**config.mk**
```make
export PLATFORM = sky130hd
export DESIGN_NAME = sel_link_err
export DESIGN_NICKNAME = d
export VERILOG_FILES = /design/src/verilog/sel_pkg.sv /design/src/verilog/sel_link_err.sv
export SDC_FILE = /design/constraint.sdc
export NUM_CORES = 1
export LEC_CHECK = 0
export BUFFER_PORTS_ARGS = -buffer_cell sky130_fd_sc_hd__buf_2
export CORE_MARGIN = 8
export CORE_UTILIZATION = 60
export DETAILED_ROUTE_END_ITERATION = 6
export HOLD_SLACK_MARGIN = 0.15
export PLACE_DENSITY = 0.87
export REMOVE_ABC_BUFFERS = 1
export SYNTH_ARGS = -nofsm -noshare
export SYNTH_HDL_FRONTEND = slang
export SYNTH_SLANG_ARGS = --single-unit
```
**constraint.sdc**
```tcl
create_clock -name clk_sys_i -period 5.08 [get_ports clk_sys_i]
set_clock_uncertainty 0.1 [all_clocks]
set_input_delay 1.016 -clock clk_sys_i [delete_from_list [all_inputs] [get_ports clk_sys_i]]
set_output_delay 1.016 -clock clk_sys_i [all_outputs]
set_load 0.02 [all_outputs]
```
**src/verilog/sel_pkg.sv**
```systemverilog
// constants, offsets and types of the link error and lock block
package sel_pkg;
  // register offsets
  localparam logic [7:0] SEL_OFS_CFG0      = 8'h00;
  localparam logic [7:0] SEL_OFS_CFG1      = 8'h01;
  localparam logic [7:0] SEL_OFS_CTRL4     = 8'h04;
  localparam logic [7:0] SEL_OFS_PTHR_LO   = 8'h08;
  localparam logic [7:0] SEL_OFS_PTHR_HI   = 8'h09;
  localparam logic [7:0] SEL_OFS_PCNT_LO   = 8'h0a;
  localparam logic [7:0] SEL_OFS_PCNT_HI   = 8'h0b;
  localparam logic [7:0] SEL_OFS_PRBS_CNT  = 8'h0c;
  localparam logic [7:0] SEL_OFS_UART_FLAG = 8'h0d;
  // field positions
  localparam int SEL_BIT_PARITY_EN = 3;
  localparam int SEL_BIT_AER       = 5;
  localparam int SEL_BIT_PRBS_EN   = 0;
  localparam int SEL_BIT_SER_EN    = 3;
  // reset values
  localparam logic [15:0] SEL_RST_PTHR   = 16'hffff;
  localparam logic        SEL_RST_SER_EN = 1'b1;
  localparam logic [14:0] SEL_PRBS_SEED  = 15'h7fff;
  // timing counts in pixel clock words, attempt and error limits
  localparam logic [14:0] SEL_SHORT_WORDS_LO = 15'h0222;
  localparam logic [14:0] SEL_SHORT_WORDS_HI = 15'h0442;
  localparam int          SEL_LONG_WORDS     = 17410;
  localparam logic [1:0]  SEL_SYNC_WORDS     = 2'h3;
  localparam logic [5:0]  SEL_MAX_ATTEMPTS   = 6'h3e;
  localparam int          SEL_LF_WAIT        = 64;
  localparam int          SEL_DEC_WINDOW     = 1024;
  localparam int          SEL_DEC_THRESH     = 8;
  // resynchronization sequencer
  typedef enum logic [2:0] {
    SEL_SEQ_VIDEO,
    SEL_SEQ_CTRL,
    SEL_SEQ_WAIT,
    SEL_SEQ_SHORT,
    SEL_SEQ_LONG,
    SEL_SEQ_SYNC
  } sel_seq_t;
endpackage

```
**src/verilog/sel_link_err.sv**
```systemverilog
// error reporting, lock status and resync sequencing of the video link
`timescale 1ns/1ps
module sel_link_err
  import sel_pkg::*;
#(
  parameter int LONG_WORDS = sel_pkg::SEL_LONG_WORDS,
  parameter int DEC_WINDOW = sel_pkg::SEL_DEC_WINDOW,
  parameter int DEC_THRESH = sel_pkg::SEL_DEC_THRESH,
  parameter int LF_WAIT    = sel_pkg::SEL_LF_WAIT
) (
  // clock and reset
  input  wire logic        clk_sys_i,
  input  wire logic        sys_rst_i,
  // decoded register access
  input  wire logic [7:0]  reg_addr_i,
  input  wire logic        reg_wr_i,
  input  wire logic        reg_rd_i,
  input  wire logic [7:0]  reg_wdata_i,
  output logic      [7:0]  reg_rdata_o,
  // control channel events
  input  wire logic        cc_open_i,
  input  wire logic        bypass_mode_i,
  input  wire logic        err_frame_valid_i,
  input  wire logic [7:0]  err_frame_data_i,
  // recovered video
  input  wire logic        parity_err_i,
  input  wire logic        prbs_word_valid_i,
  input  wire logic [14:0] prbs_word_i,
  input  wire logic        decode_err_i,
  input  wire logic        handshake_fail_i,
  input  wire logic        sync_detect_i,
  // serializer side of the handshake
  input  wire logic        lock_frame_rx_i,
  input  wire logic [1:0]  pixel_rate_range_i,
  input  wire logic        remote_powerup_select_i,
  output logic             sync_pattern_o,
  output logic             sync_word_o,
  output logic             serialization_enable_o,
  // link status and pins
  output logic             lock_frame_o,
  output logic             ctrl_channel_active_o,
  output logic             loop_hold_o,
  output logic             data_freeze_o,
  output logic             lock_pin_o,
  output logic             lock_oe_n_o,
  output logic             error_pin_o,
  output logic             error_oe_n_o
);
  import sel_pkg::*;

  if (LONG_WORDS < 1091 || LONG_WORDS > 32767 || DEC_WINDOW < 2 ||
      DEC_WINDOW > 65535 || DEC_THRESH < 1 || DEC_THRESH > 254 ||
      LF_WAIT < 1 || LF_WAIT > 65535) begin : g_bad_param
    $error("sel_link_err: parameter out of range");
  end

  //////////////////////////////////////////////////////////////////////////
  // registers and strobes
  logic        par_en_reg, aer_reg, prbs_en_reg, ser_en_reg;
  logic [15:0] pthr_reg, pcnt_reg;
  logic [7:0]  prbs_cnt_reg, uart_reg, rdata_reg;
  logic        par_flag_reg, lock_reg, cc_reg, lock_frame_reg;
  logic        rem_meta_reg, rem_sync_reg;
  logic [14:0] lfsr_reg;
  logic [15:0] win_cnt_reg;
  logic [7:0]  dec_cnt_reg;
  sel_seq_t    seq_reg;
  logic [14:0] seq_cnt_reg, seq_len_reg;
  logic [5:0]  miss_reg;
  logic        cc_close, par_inc, uart_rd, pcnt_rd, prbs_clr, auto_clr;
  logic [15:0] pcnt_next;
  logic [7:0]  rd_mux;

  assign cc_close = cc_reg & ~cc_open_i;
  assign uart_rd  = reg_rd_i && reg_addr_i == SEL_OFS_UART_FLAG;
  // the high byte is read last, so its read clears the whole count
  assign pcnt_rd  = reg_rd_i && reg_addr_i == SEL_OFS_PCNT_HI;
  assign prbs_clr = reg_wr_i && reg_addr_i == SEL_OFS_CTRL4 &&
                    !reg_wdata_i[SEL_BIT_PRBS_EN];
  assign auto_clr = aer_reg & cc_close;
  assign par_inc  = parity_err_i & par_en_reg & ~cc_open_i;
  assign pcnt_next = (pcnt_reg == 16'hffff) ? pcnt_reg
                                            : pcnt_reg + 16'h0001;

  always_ff @(posedge clk_sys_i or posedge sys_rst_i) begin
    if (sys_rst_i) begin
      par_en_reg  <= 1'b0;
      aer_reg     <= 1'b0;
      prbs_en_reg <= 1'b0;
      pthr_reg    <= SEL_RST_PTHR;
    end else if (reg_wr_i) begin
      case (reg_addr_i)
        SEL_OFS_CFG0:    par_en_reg <= reg_wdata_i[SEL_BIT_PARITY_EN];
        SEL_OFS_CFG1:    aer_reg <= reg_wdata_i[SEL_BIT_AER];
        SEL_OFS_CTRL4:   prbs_en_reg <= reg_wdata_i[SEL_BIT_PRBS_EN];
        SEL_OFS_PTHR_LO: pthr_reg[7:0] <= reg_wdata_i;
        SEL_OFS_PTHR_HI: pthr_reg[15:8] <= reg_wdata_i;
        default:         pthr_reg <= pthr_reg;
      endcase
    end
  end

  always_comb begin
    rd_mux = 8'h00;
    case (reg_addr_i)
      SEL_OFS_CFG0:      rd_mux[SEL_BIT_PARITY_EN] = par_en_reg;
      SEL_OFS_CFG1:      rd_mux[SEL_BIT_AER] = aer_reg;
      SEL_OFS_CTRL4: begin
        rd_mux[SEL_BIT_PRBS_EN] = prbs_en_reg;
        rd_mux[SEL_BIT_SER_EN]  = ser_en_reg;
      end
      SEL_OFS_PTHR_LO:   rd_mux = pthr_reg[7:0];
      SEL_OFS_PTHR_HI:   rd_mux = pthr_reg[15:8];
      SEL_OFS_PCNT_LO:   rd_mux = pcnt_reg[7:0];
      SEL_OFS_PCNT_HI:   rd_mux = pcnt_reg[15:8];
      SEL_OFS_PRBS_CNT:  rd_mux = prbs_cnt_reg;
      SEL_OFS_UART_FLAG: rd_mux = uart_reg;
      default:           rd_mux = 8'h00;
    endcase
  end

  always_ff @(posedge clk_sys_i or posedge sys_rst_i) begin
    if (sys_rst_i) begin
      rdata_reg <= 8'h00;
    end else if (reg_rd_i) begin
      rdata_reg <= rd_mux;
    end
  end
  assign reg_rdata_o = rdata_reg;

  //////////////////////////////////////////////////////////////////////////
  // uart error flags; a frame landing with the clearing read is kept
  always_ff @(posedge clk_sys_i or posedge sys_rst_i) begin
    if (sys_rst_i) begin
      uart_reg <= 8'h00;
    end else if (err_frame_valid_i) begin
      // far end restarts its record each session, so or-in accumulates
      if (uart_rd || auto_clr) begin
        uart_reg <= err_frame_data_i;
      end else begin
        uart_reg <= uart_reg | err_frame_data_i;
      end
    end else if (uart_rd || auto_clr) begin
      uart_reg <= 8'h00;
    end
  end

  //////////////////////////////////////////////////////////////////////////
  // video parity count and threshold flag
  always_ff @(posedge clk_sys_i or posedge sys_rst_i) begin
    if (sys_rst_i) begin
      pcnt_reg <= 16'h0000;
    end else if (par_inc) begin
      pcnt_reg <= (pcnt_rd || auto_clr) ? 16'h0001 : pcnt_next;
    end else if (pcnt_rd || auto_clr) begin
      pcnt_reg <= 16'h0000;
    end
  end

  always_ff @(posedge clk_sys_i or posedge sys_rst_i) begin
    if (sys_rst_i) begin
      par_flag_reg <= 1'b0;
    end else if (par_inc && pcnt_next >= pthr_reg) begin
      par_flag_reg <= 1'b1;
    end else if (cc_close) begin
      par_flag_reg <= 1'b0;
    end
  end

  //////////////////////////////////////////////////////////////////////////
  // prbs checker; x^15 + x^14 + 1, one step per received word
  always_ff @(posedge clk_sys_i or posedge sys_rst_i) begin
    if (sys_rst_i) begin
      lfsr_reg     <= SEL_PRBS_SEED;
      prbs_cnt_reg <= 8'h00;
    end else if (prbs_clr) begin
      lfsr_reg     <= SEL_PRBS_SEED;
      prbs_cnt_reg <= 8'h00;
    end else if (prbs_en_reg && prbs_word_valid_i) begin
      lfsr_reg <= {lfsr_reg[13:0], lfsr_reg[14] ^ lfsr_reg[13]};
      if (prbs_word_i != lfsr_reg && prbs_cnt_reg != 8'hff) begin
        prbs_cnt_reg <= prbs_cnt_reg + 8'h01;
      end
    end
  end

  //////////////////////////////////////////////////////////////////////////
  // lock tracking; decode errors are counted per window of video time
  always_ff @(posedge clk_sys_i or posedge sys_rst_i) begin
    if (sys_rst_i) begin
      win_cnt_reg <= 16'h0000;
      dec_cnt_reg <= 8'h00;
    end else if (cc_open_i || win_cnt_reg == 16'(DEC_WINDOW - 1)) begin
      win_cnt_reg <= 16'h0000;
      dec_cnt_reg <= 8'h00;
    end else begin
      win_cnt_reg <= win_cnt_reg + 16'h0001;
      if (decode_err_i && dec_cnt_reg != 8'hff) begin
        dec_cnt_reg <= dec_cnt_reg + 8'h01;
      end
    end
  end

  always_ff @(posedge clk_sys_i or posedge sys_rst_i) begin
    if (sys_rst_i) begin
      lock_reg <= 1'b0;
    end else if (handshake_fail_i || dec_cnt_reg > 8'(DEC_THRESH)) begin
      lock_reg <= 1'b0;
    end else if (sync_detect_i) begin
      lock_reg <= 1'b1;
    end
  end

  always_ff @(posedge clk_sys_i or posedge sys_rst_i) begin
    if (sys_rst_i) begin
      cc_reg         <= 1'b0;
      lock_frame_reg <= 1'b0;
    end else begin
      cc_reg         <= cc_open_i;
      lock_frame_reg <= cc_close & lock_reg;
    end
  end

  // frozen outputs and held loop keep lock valid across the control phase
  assign ctrl_channel_active_o = cc_reg;
  assign loop_hold_o   = cc_reg;
  assign data_freeze_o = cc_reg;
  assign lock_frame_o  = lock_frame_reg;
  assign lock_pin_o    = 1'b0;
  assign lock_oe_n_o   = lock_reg;

  assign error_pin_o  = 1'b0;
  assign error_oe_n_o = ~((uart_reg != 8'h00 && lock_reg) ||
                          (par_flag_reg && (!bypass_mode_i || aer_reg)) ||
                          prbs_cnt_reg != 8'h00);

  //////////////////////////////////////////////////////////////////////////
  // resynchronization sequencer; power-up starts with the long pattern
  always_ff @(posedge clk_sys_i or posedge sys_rst_i) begin
    if (sys_rst_i) begin
      rem_meta_reg <= 1'b0;
      rem_sync_reg <= 1'b0;
    end else begin
      rem_meta_reg <= remote_powerup_select_i;
      rem_sync_reg <= rem_meta_reg;
    end
  end

  always_ff @(posedge clk_sys_i or posedge sys_rst_i) begin
    if (sys_rst_i) begin
      seq_reg     <= SEL_SEQ_LONG;
      seq_cnt_reg <= 15'h0000;
      seq_len_reg <= 15'(LONG_WORDS);
      miss_reg    <= 6'h00;
      ser_en_reg  <= SEL_RST_SER_EN;
    end else begin
      seq_cnt_reg <= seq_cnt_reg + 15'h0001;
      if (reg_wr_i && reg_addr_i == SEL_OFS_CTRL4) begin
        ser_en_reg <= reg_wdata_i[SEL_BIT_SER_EN];
      end
      case (seq_reg)
        SEL_SEQ_VIDEO: begin
          if (cc_open_i || !ser_en_reg) begin
            seq_reg <= SEL_SEQ_CTRL;
          end
        end
        SEL_SEQ_CTRL: begin
          seq_cnt_reg <= 15'h0000;
          if (!cc_open_i && ser_en_reg) begin
            seq_reg <= SEL_SEQ_WAIT;
          end
        end
        SEL_SEQ_WAIT: begin
          if (lock_frame_rx_i) begin
            seq_reg     <= SEL_SEQ_SHORT;
            seq_cnt_reg <= 15'h0000;
            miss_reg    <= 6'h00;
            seq_len_reg <= pixel_rate_range_i[1] ? SEL_SHORT_WORDS_HI
                                                 : SEL_SHORT_WORDS_LO;
          end else if (seq_cnt_reg == 15'(LF_WAIT - 1)) begin
            seq_reg     <= SEL_SEQ_LONG;
            seq_cnt_reg <= 15'h0000;
            seq_len_reg <= 15'(LONG_WORDS);
            if (miss_reg != SEL_MAX_ATTEMPTS) begin
              miss_reg <= miss_reg + 6'h01;
            end
            // a count saturated while the pin was low still trips later
            if (rem_sync_reg && miss_reg >= SEL_MAX_ATTEMPTS - 6'h01) begin
              seq_reg    <= SEL_SEQ_CTRL;
              miss_reg   <= 6'h00;
              ser_en_reg <= 1'b0;
            end
          end
        end
        SEL_SEQ_SHORT, SEL_SEQ_LONG: begin
          if (seq_cnt_reg == seq_len_reg - 15'h0001) begin
            seq_reg     <= SEL_SEQ_SYNC;
            seq_cnt_reg <= 15'h0000;
          end
        end
        SEL_SEQ_SYNC: begin
          if (seq_cnt_reg == 15'(SEL_SYNC_WORDS - 2'h1)) begin
            seq_reg <= SEL_SEQ_VIDEO;
          end
        end
        default: seq_reg <= SEL_SEQ_CTRL;
      endcase
    end
  end

  assign sync_pattern_o = seq_reg == SEL_SEQ_SHORT ||
                          seq_reg == SEL_SEQ_LONG;
  assign sync_word_o    = seq_reg == SEL_SEQ_SYNC;
  assign serialization_enable_o = ser_en_reg;

  //////////////////////////////////////////////////////////////////////////
  // checks; pattern runs are counted, far too long to unroll in a property
  logic [14:0] short_run_reg;
  logic        short_hi_reg;

  always_ff @(posedge clk_sys_i or posedge sys_rst_i) begin
    if (sys_rst_i) begin
      short_run_reg <= 15'h0000;
      short_hi_reg  <= 1'b0;
    end else begin
      if (seq_reg == SEL_SEQ_SHORT) begin
        short_run_reg <= short_run_reg + 15'h0001;
      end else begin
        short_run_reg <= 15'h0000;
      end
      if (seq_reg == SEL_SEQ_WAIT && lock_frame_rx_i) begin
        short_hi_reg <= pixel_rate_range_i[1];
      end
    end
  end

  a_uart_read_clr: assert property (@(posedge clk_sys_i)
    disable iff (sys_rst_i)
    uart_rd && !err_frame_valid_i |=> uart_reg == 8'h00)
    else $error("uart flags not cleared by read");

  a_uart_unlocked: assert property (@(posedge clk_sys_i)
    disable iff (sys_rst_i)
    !lock_reg && !par_flag_reg && prbs_cnt_reg == 8'h00 |-> error_oe_n_o)
    else $error("error output driven while unlocked");

  a_prbs_err_out: assert property (@(posedge clk_sys_i)
    disable iff (sys_rst_i)
    prbs_cnt_reg != 8'h00 |-> !error_oe_n_o)
    else $error("prbs errors not on error output");

  a_prbs_clear: assert property (@(posedge clk_sys_i)
    disable iff (sys_rst_i)
    prbs_clr |=> prbs_cnt_reg == 8'h00 ##1 prbs_cnt_reg <= 8'h01)
    else $error("prbs count not cleared");

  a_par_count_inc: assert property (@(posedge clk_sys_i)
    disable iff (sys_rst_i)
    par_inc && !pcnt_rd && !auto_clr && pcnt_reg != 16'hffff
    |=> pcnt_reg == $past(pcnt_reg) + 16'h0001)
    else $error("parity count did not step");

  a_lock_frame_out: assert property (@(posedge clk_sys_i)
    disable iff (sys_rst_i)
    cc_close && lock_reg |=> lock_frame_o ##1 !lock_frame_o)
    else $error("lock frame not sent once");

  a_lock_loss: assert property (@(posedge clk_sys_i)
    disable iff (sys_rst_i)
    handshake_fail_i |=> !lock_oe_n_o)
    else $error("lock kept after handshake failure");

  a_sync_words: assert property (@(posedge clk_sys_i)
    disable iff (sys_rst_i)
    seq_reg != SEL_SEQ_SYNC ##1 seq_reg == SEL_SEQ_SYNC
    |-> seq_reg == SEL_SEQ_SYNC [*3] ##1 seq_reg == SEL_SEQ_VIDEO)
    else $error("sync words not three");

  a_short_len: assert property (@(posedge clk_sys_i)
    disable iff (sys_rst_i)
    seq_reg == SEL_SEQ_SHORT ##1 seq_reg != SEL_SEQ_SHORT
    |-> seq_reg == SEL_SEQ_SYNC && short_run_reg ==
        (short_hi_reg ? SEL_SHORT_WORDS_HI : SEL_SHORT_WORDS_LO))
    else $error("short pattern length wrong");

  a_ser_en_drop: assert property (@(posedge clk_sys_i)
    disable iff (sys_rst_i)
    seq_reg == SEL_SEQ_WAIT && !lock_frame_rx_i && rem_sync_reg &&
    seq_cnt_reg == 15'(LF_WAIT - 1) && miss_reg == SEL_MAX_ATTEMPTS - 6'h01
    |=> !serialization_enable_o && seq_reg == SEL_SEQ_CTRL)
    else $error("serialization not disabled");
endmodule

```
==> metrics.cfg, run 1 <==
[outcome]
outcome = completed

[timing]
min_period_ns = 3.73
period_share_pct = 73.5
max_slew.worst_pin.slew_ns = 0.997
finalMaxSlewViolations = 0
fin_ws_ns = 1.35
setup_tns_ns = 0
final_hold_viol_count = 0
setup_violations = 0
rsz0062_at_grt = false
slew_headroom_pct = 33.5
fmax_ghz = 0.268

[worst_setup_path]
cpPeakStageDelay_ns = 0.79
path_cells = ha_1, nand3_1, nor2_1, nand2_1, and3_1, xor2_1, ha_1, nand2_1, o21ai_0, a21oi_1, o22ai_1, a41o_1
crit_path_end_kind = flip-flop
slowest_stage = nor2_1
crit_required_ns = 5.30
arrival_ns = 3.95
worstPathMaxFanout = 15
path_buf_inv = 0
cp-start-kind = flip-flop
crit_type = flip-flop to flip-flop
cpLargestDelayFamily = simple AND/OR/NAND/NOR gates

[global_routing]
grt_pass1_wl_um = 30900
grt_pass1_vias = 6364
grt-ovfl-total = 0
grt_util_all_layers_pct = 23.4
grt_max_degree = 84
antenna_found_initial = 1

[synth]
ys_ff_latch = 133
yosysSeqAreaShare_pct = 43.4
synthTopCellsByCount = dfrtp_1 (98), nor2_1 (84), nand3_1 (62)
synthCells = 807
synth_cell_types = 84
syn_area_um2 = 7770
synth_edf_count = 0
yosys.area.top_type = dfrtp_1
synthFlopType = dfrtp_1
syn_area_per_cell_um2 = 9.62
synthTopCellsByArea = dfrtp_1 (32%), dfstp_2 (12%), xnor2_1 (5.1%), ha_1 (4.7%), nor2_1 (4.1%)
synth_top_area_share_pct = 31.6
synth_warnings = 0
async_flop_share_pct = 100
synth_most_common_cell = dfrtp_1

[finish]
fill_cells = 961
synthToLayoutAreaGrowth_pct = 12.9
drive_above_1_share_pct = 20.6
final_nets = 946
finalNonFillerCells = 1048
final_core_util_pct = 69.5

[detailed_routing]
drt-initial-drc-count = 596
avgViaCountPerCell = 6.09
firstDrtPassIters = 5
drcViolationCount = 0
antenna_left = 0
vias = 6381
drt-total-wl_um = 18500
wire_per_inst_um = 17.7

[flow_run]
cap_violations = 0

[floorplanning]
io_pins = 74
die-area_um2 = 16800
start_util_pct = 61.5
rows = 41
die_w_um = 130
die_h_um = 130
core_area_um2 = 12600

[clock_network]
cts.clk_slew.worst_paths_ns = 0.06
numCtsBuffers = 17
cts.sinks = 133
ctsResizeCount = 0
postCtsHoldBufs = 0
cts_buffer_depth = 2
cts_root_buf = clkbuf_16
insertion_delay_ns = 0.43
htreeDepth = 4
post_cts_buffers = 0
cts_tree = yes

[worst_hold_path]
hp-class = flip-flop to flip-flop

[pwr]
leakage_nw = 3.88
p_per_area_nw_per_um2 = 351
peakVddDrop_mv = 0.247
finalPower_mw = 3.08

[place]
hpwl_um = 13000
portBuffers = 70
pre_cts_ws_ns = 1.48
dp_cells = 1015
gp_congestion = 0.923

## area by class of cell
cell class	count	area, um2	share of cell area, %
diodes	1	2.50	0.0285
repair buffers	73	373	4.25
inverters	37	141	1.61
clock buffers	20	467	5.32
multi-input cells	600	4050	46.1
well taps	172	215	2.45
flip-flops and latches	133	3370	38.5
clock inverters	12	151	1.73
## power breakdown
group / switching, mW / internal [mW] / total [mW]
clock network: 0.468 / 0.808 / 1.28
registers: 0.120 / 1.17 / 1.29
logic: 0.290 / 0.222 / 0.512
## cells by family after synthesis
family          Yosys count  synth area share (%)
compound gates          135                  12.2
xor+xnor                 73                  8.23
fa+ha+maj                29                  4.67
buf+inv                  75                  4.54
flops                   133                  43.4
mux                      35                  4.91
other cells               1                0.0483
simple gates            326                  22.0
## worst register-to-register path: stages, from the launching register on
cell     delay, ns
dfrtp_1       0.43
ha_1          0.29
nand3_1       0.20
nor2_1        0.79
nand2_1       0.41
and3_1        0.32
xor2_1        0.14
ha_1          0.29
nand2_1       0.10
o21ai_0       0.09
a21oi_1       0.16
o22ai_1       0.08
a41o_1        0.23
## per-layer routing
| metal | up-vias | GRT usage, % | share of wire (%) |
|---|---|---|---|
| li1 | 2980 | - | - |
| met1 | 3103 | 28.7 | 41 |
| met4 | 2 | 10.7 | 3.2 |
| met5 | - | 0 | 0.049 |
| met3 | 52 | 7.43 | 8.1 |
| met2 | 244 | 37.0 | 48 |
## placed cells by master (no fill, tap or decap), types with 6 or more instances in the layout
master | netlist | routed
a211oi_1 | 6 | 6
a21oi_1 | 27 | 27
a22o_1 | 8 | 8
a22oi_1 | 6 | 6
and2_1 | 8 | 8
and3_1 | 10 | 10
and4_1 | 7 | 7
buf_2 | 6 | 70
clkbuf_16 | 0 | 17
dfrtp_1 | 98 | 98
dfstp_2 | 35 | 35
ha_1 | 29 | 29
inv_1 | 37 | 36
mux2_1 | 9 | 9
mux2_2 | 16 | 16
mux2i_1 | 10 | 10
nand2_1 | 61 | 61
nand2b_1 | 6 | 6
nand3_1 | 62 | 62
nand4_1 | 17 | 17
nor2_1 | 84 | 84
nor3_1 | 13 | 13
nor4_1 | 10 | 10
o21ai_0 | 25 | 25
o22ai_1 | 6 | 6
or3_1 | 10 | 10
xnor2_1 | 45 | 45
xor2_1 | 28 | 28
## final timing paths
path | slack, ns | endpoint | start | depth (start not counted)
min in group asynchronous | 0.72 | seq_cnt_reg[3]$_DFF_PP0_ | sys_rst_i | 2
max in group asynchronous | 3.22 | lfsr_reg[6]$_DFFE_PP1P_ | sys_rst_i | 3
worst min register to register | 0.25 | rem_sync_reg$_DFF_PP0_ | rem_meta_reg$_DFF_PP0_ | 0
worst max-delay path | 1.35 | par_flag_reg$_DFFE_PP0P_ | pcnt_reg[1]$_DFFE_PP0P_ | 12
worst min-delay path | 0.25 | rem_sync_reg$_DFF_PP0_ | rem_meta_reg$_DFF_PP0_ | 0
worst max register to register | 1.35 | par_flag_reg$_DFFE_PP0P_ | pcnt_reg[1]$_DFFE_PP0P_ | 12
## metrics by stage
step | area [um2] | hold slack, ns
CTS | 8760 | 0.253
floorplan | 7560 | 0.231
detailed placement | 8150 | 0.240
global placement | 8150 | 0.232
global route | 8760 | 0.267
finish | 8770 | 0.249
No activity file was read; power rests on OpenSTA's default activity.
==> run 2: changes to the inputs <==
CORE_UTILIZATION = 54   (was 60)
PLACE_DENSITY = 0.83   (was 0.87)
clock period = 3.2 ns   (was 5.08 ns; I/O delays follow)
==> metrics.cfg, run 2 (same netlist as run 1, synthesis figures left out) <==
[finish]
final_nets = 957
layout_common_cells = dfrtp_1 (98), nor2_1 (83), buf_2 (70), nand3_1 (61), nand2_1 (60)
fill_cells = 1163
drive_above_1_share_pct = 21.9
synthToLayoutAreaGrowth_pct = 14.8
layout_commonest_cell = dfrtp_1

[detailed_routing]
drcViolationCount = 0
drt-initial-drc-count = 437
firstDrtPassIters = 5
wire_per_inst_um = 16.8
drt-total-wl_um = 18000
avgViaCountPerCell = 5.82
vias = 6235
antenna_left = 0

[clock_network]
cts_root_buf = clkbuf_16
cts.clk_slew.worst_paths_ns = 0.06
htreeDepth = 4
cts_tree = yes
post_cts_buffers = 0
cts_buffer_depth = 2
cts.sinks = 133
numCtsBuffers = 17
insertion_delay_ns = 0.42

[timing]
min_period_ns = 2.93
max_slew.worst_pin.slew_ns = 0.646
rsz0062_at_grt = false
finalMaxSlewViolations = 0
fmax_ghz = 0.342
setup_violations = 0
hold_ws_ns = 0.221
final_hold_viol_count = 0
fin_ws_ns = 0.272
period_share_pct = 91.5
slew_headroom_pct = 56.5

[place]
pre_cts_ws_ns = 0.235
gp_congestion = 0.930
portBuffers = 70
hpwl_um = 12900

[global_routing]
grt_max_degree = 57
grt-ovfl-total = 0
grt_pass1_vias = 6112
antenna_found_initial = 1
grt_pass1_wl_um = 30100
grt_util_all_layers_pct = 20.3

[pwr]
swShare_pct = 27.8
pwr-share-clk_pct = 42.4
combPwrFrac_pct = 16.5
leakage_nw = 3.95
p_seq_share_pct = 41.2
p_per_area_nw_per_um2 = 555
p_sw_mw = 1.38
peakVddDrop_mv = 0.410
internal-power_mw = 3.58

[worst_setup_path]
crit_type = flip-flop to flip-flop
worstPathMaxFanout = 9
crit_required_ns = 3.41
crit_path_end_kind = flip-flop
cp-start-kind = flip-flop
rrSetupSlack_ns = 0.27
arrival_ns = 3.13

[floorplanning]
die_w_um = 136
die_h_um = 136
core_area_um2 = 14300
io_pins = 74
start_util_pct = 54.3
die-area_um2 = 18500
rows = 44

[outcome]
outcome = completed

[worst_hold_path]
hp-class = primary input to flip-flop

[flow_run]
cap_violations = 0

run 2: cell types whose count changed in the layout (fill, tap and decap cells not counted), sizes merged:
cell | before | now
buf | 73 | 83
clkinvlp | 5 | 3
bufinv | 3 | 4
clkinv | 3 | 4
dlygate4sd3 | 0 | 1
run 2: cell type report:
type                       count  area [um2]  share of cell area [%]
clock buffer                  20         467                    5.23
clock inverter                12         175                    1.96
sequential                   133        3370                    37.8
multi-input combinational    600        4060                    45.5
tap                          184         230                    2.58
timing repair buffer          84         470                    5.27
inverter                      37         144                    1.61
antenna                        1        2.50                  0.0281
run 2: timing repair:
item / in CTS / in global routing
resized for setup: 0 / 4
setup endpoints to repair: 0 / 1
hold buffers: 1 / 0
endpoints found under the hold margin: 39 / 0
run 2: stage by stage:
stage | util (%) | setup TNS, ns | cells | instance area (um2) | total power, mW
2_1_floorplan | - | -104.78 | 770 | 7560 | 2.60
3_3_place_gp | 57.6 | 0 | 1037 | 8250 | 2.84
3_5_place_dp | 57.6 | 0 | 1037 | 8250 | 2.87
4_1_cts | 62.2 | 0 | 1070 | 8900 | 4.98
5_1_grt | 62.3 | 0 | 1070 | 8920 | 5.17
6_report | 62.3 | 0 | 1071 | 8920 | 4.95
run 2: power groups by stage:
stage               combinational, mW  clock, mW  sequential [mW]
floorplan                       0.576          0             2.03
global placement                0.788          0             2.06
detailed placement              0.809          0             2.06
CTS                             0.819       2.12             2.04
global route                    0.925       2.18             2.07
finish                          0.816       2.10             2.04
run 2: final timing paths:
check	end	start	cells after the start
max	par_flag_reg$_DFFE_PP0P_	pcnt_reg[1]$_DFFE_PP0P_	12
min	rem_meta_reg$_DFF_PP0_	remote_powerup_select_i	1
max reg2reg	par_flag_reg$_DFFE_PP0P_	pcnt_reg[1]$_DFFE_PP0P_	12
min reg2reg	rem_sync_reg$_DFF_PP0_	rem_meta_reg$_DFF_PP0_	0
max in group asynchronous	pthr_reg[15]$_DFFE_PP1P_	sys_rst_i	4
min in group asynchronous	win_cnt_reg[4]$_DFF_PP0_	sys_rst_i	3
run 2: routing by layer:
metal  track usage, %  share of wire [%]
met5                0              0.044
met4             8.30                2.5
met3             4.73                5.9
met2             31.0                 47
met1             27.3                 45
run 2: worst max-delay path: stages, from the launching register on:
cell and delay (ns):
dfrtp_1 0.42, ha_2 0.26, nand3_2 0.14, nor2_2 0.17
and2_1 0.35, nor3_1 0.12, xor2_1 0.16, ha_1 0.32
a21oi_1 0.13, o21ai_0 0.11, a21oi_1 0.18, o22ai_1 0.09
a41o_1 0.25
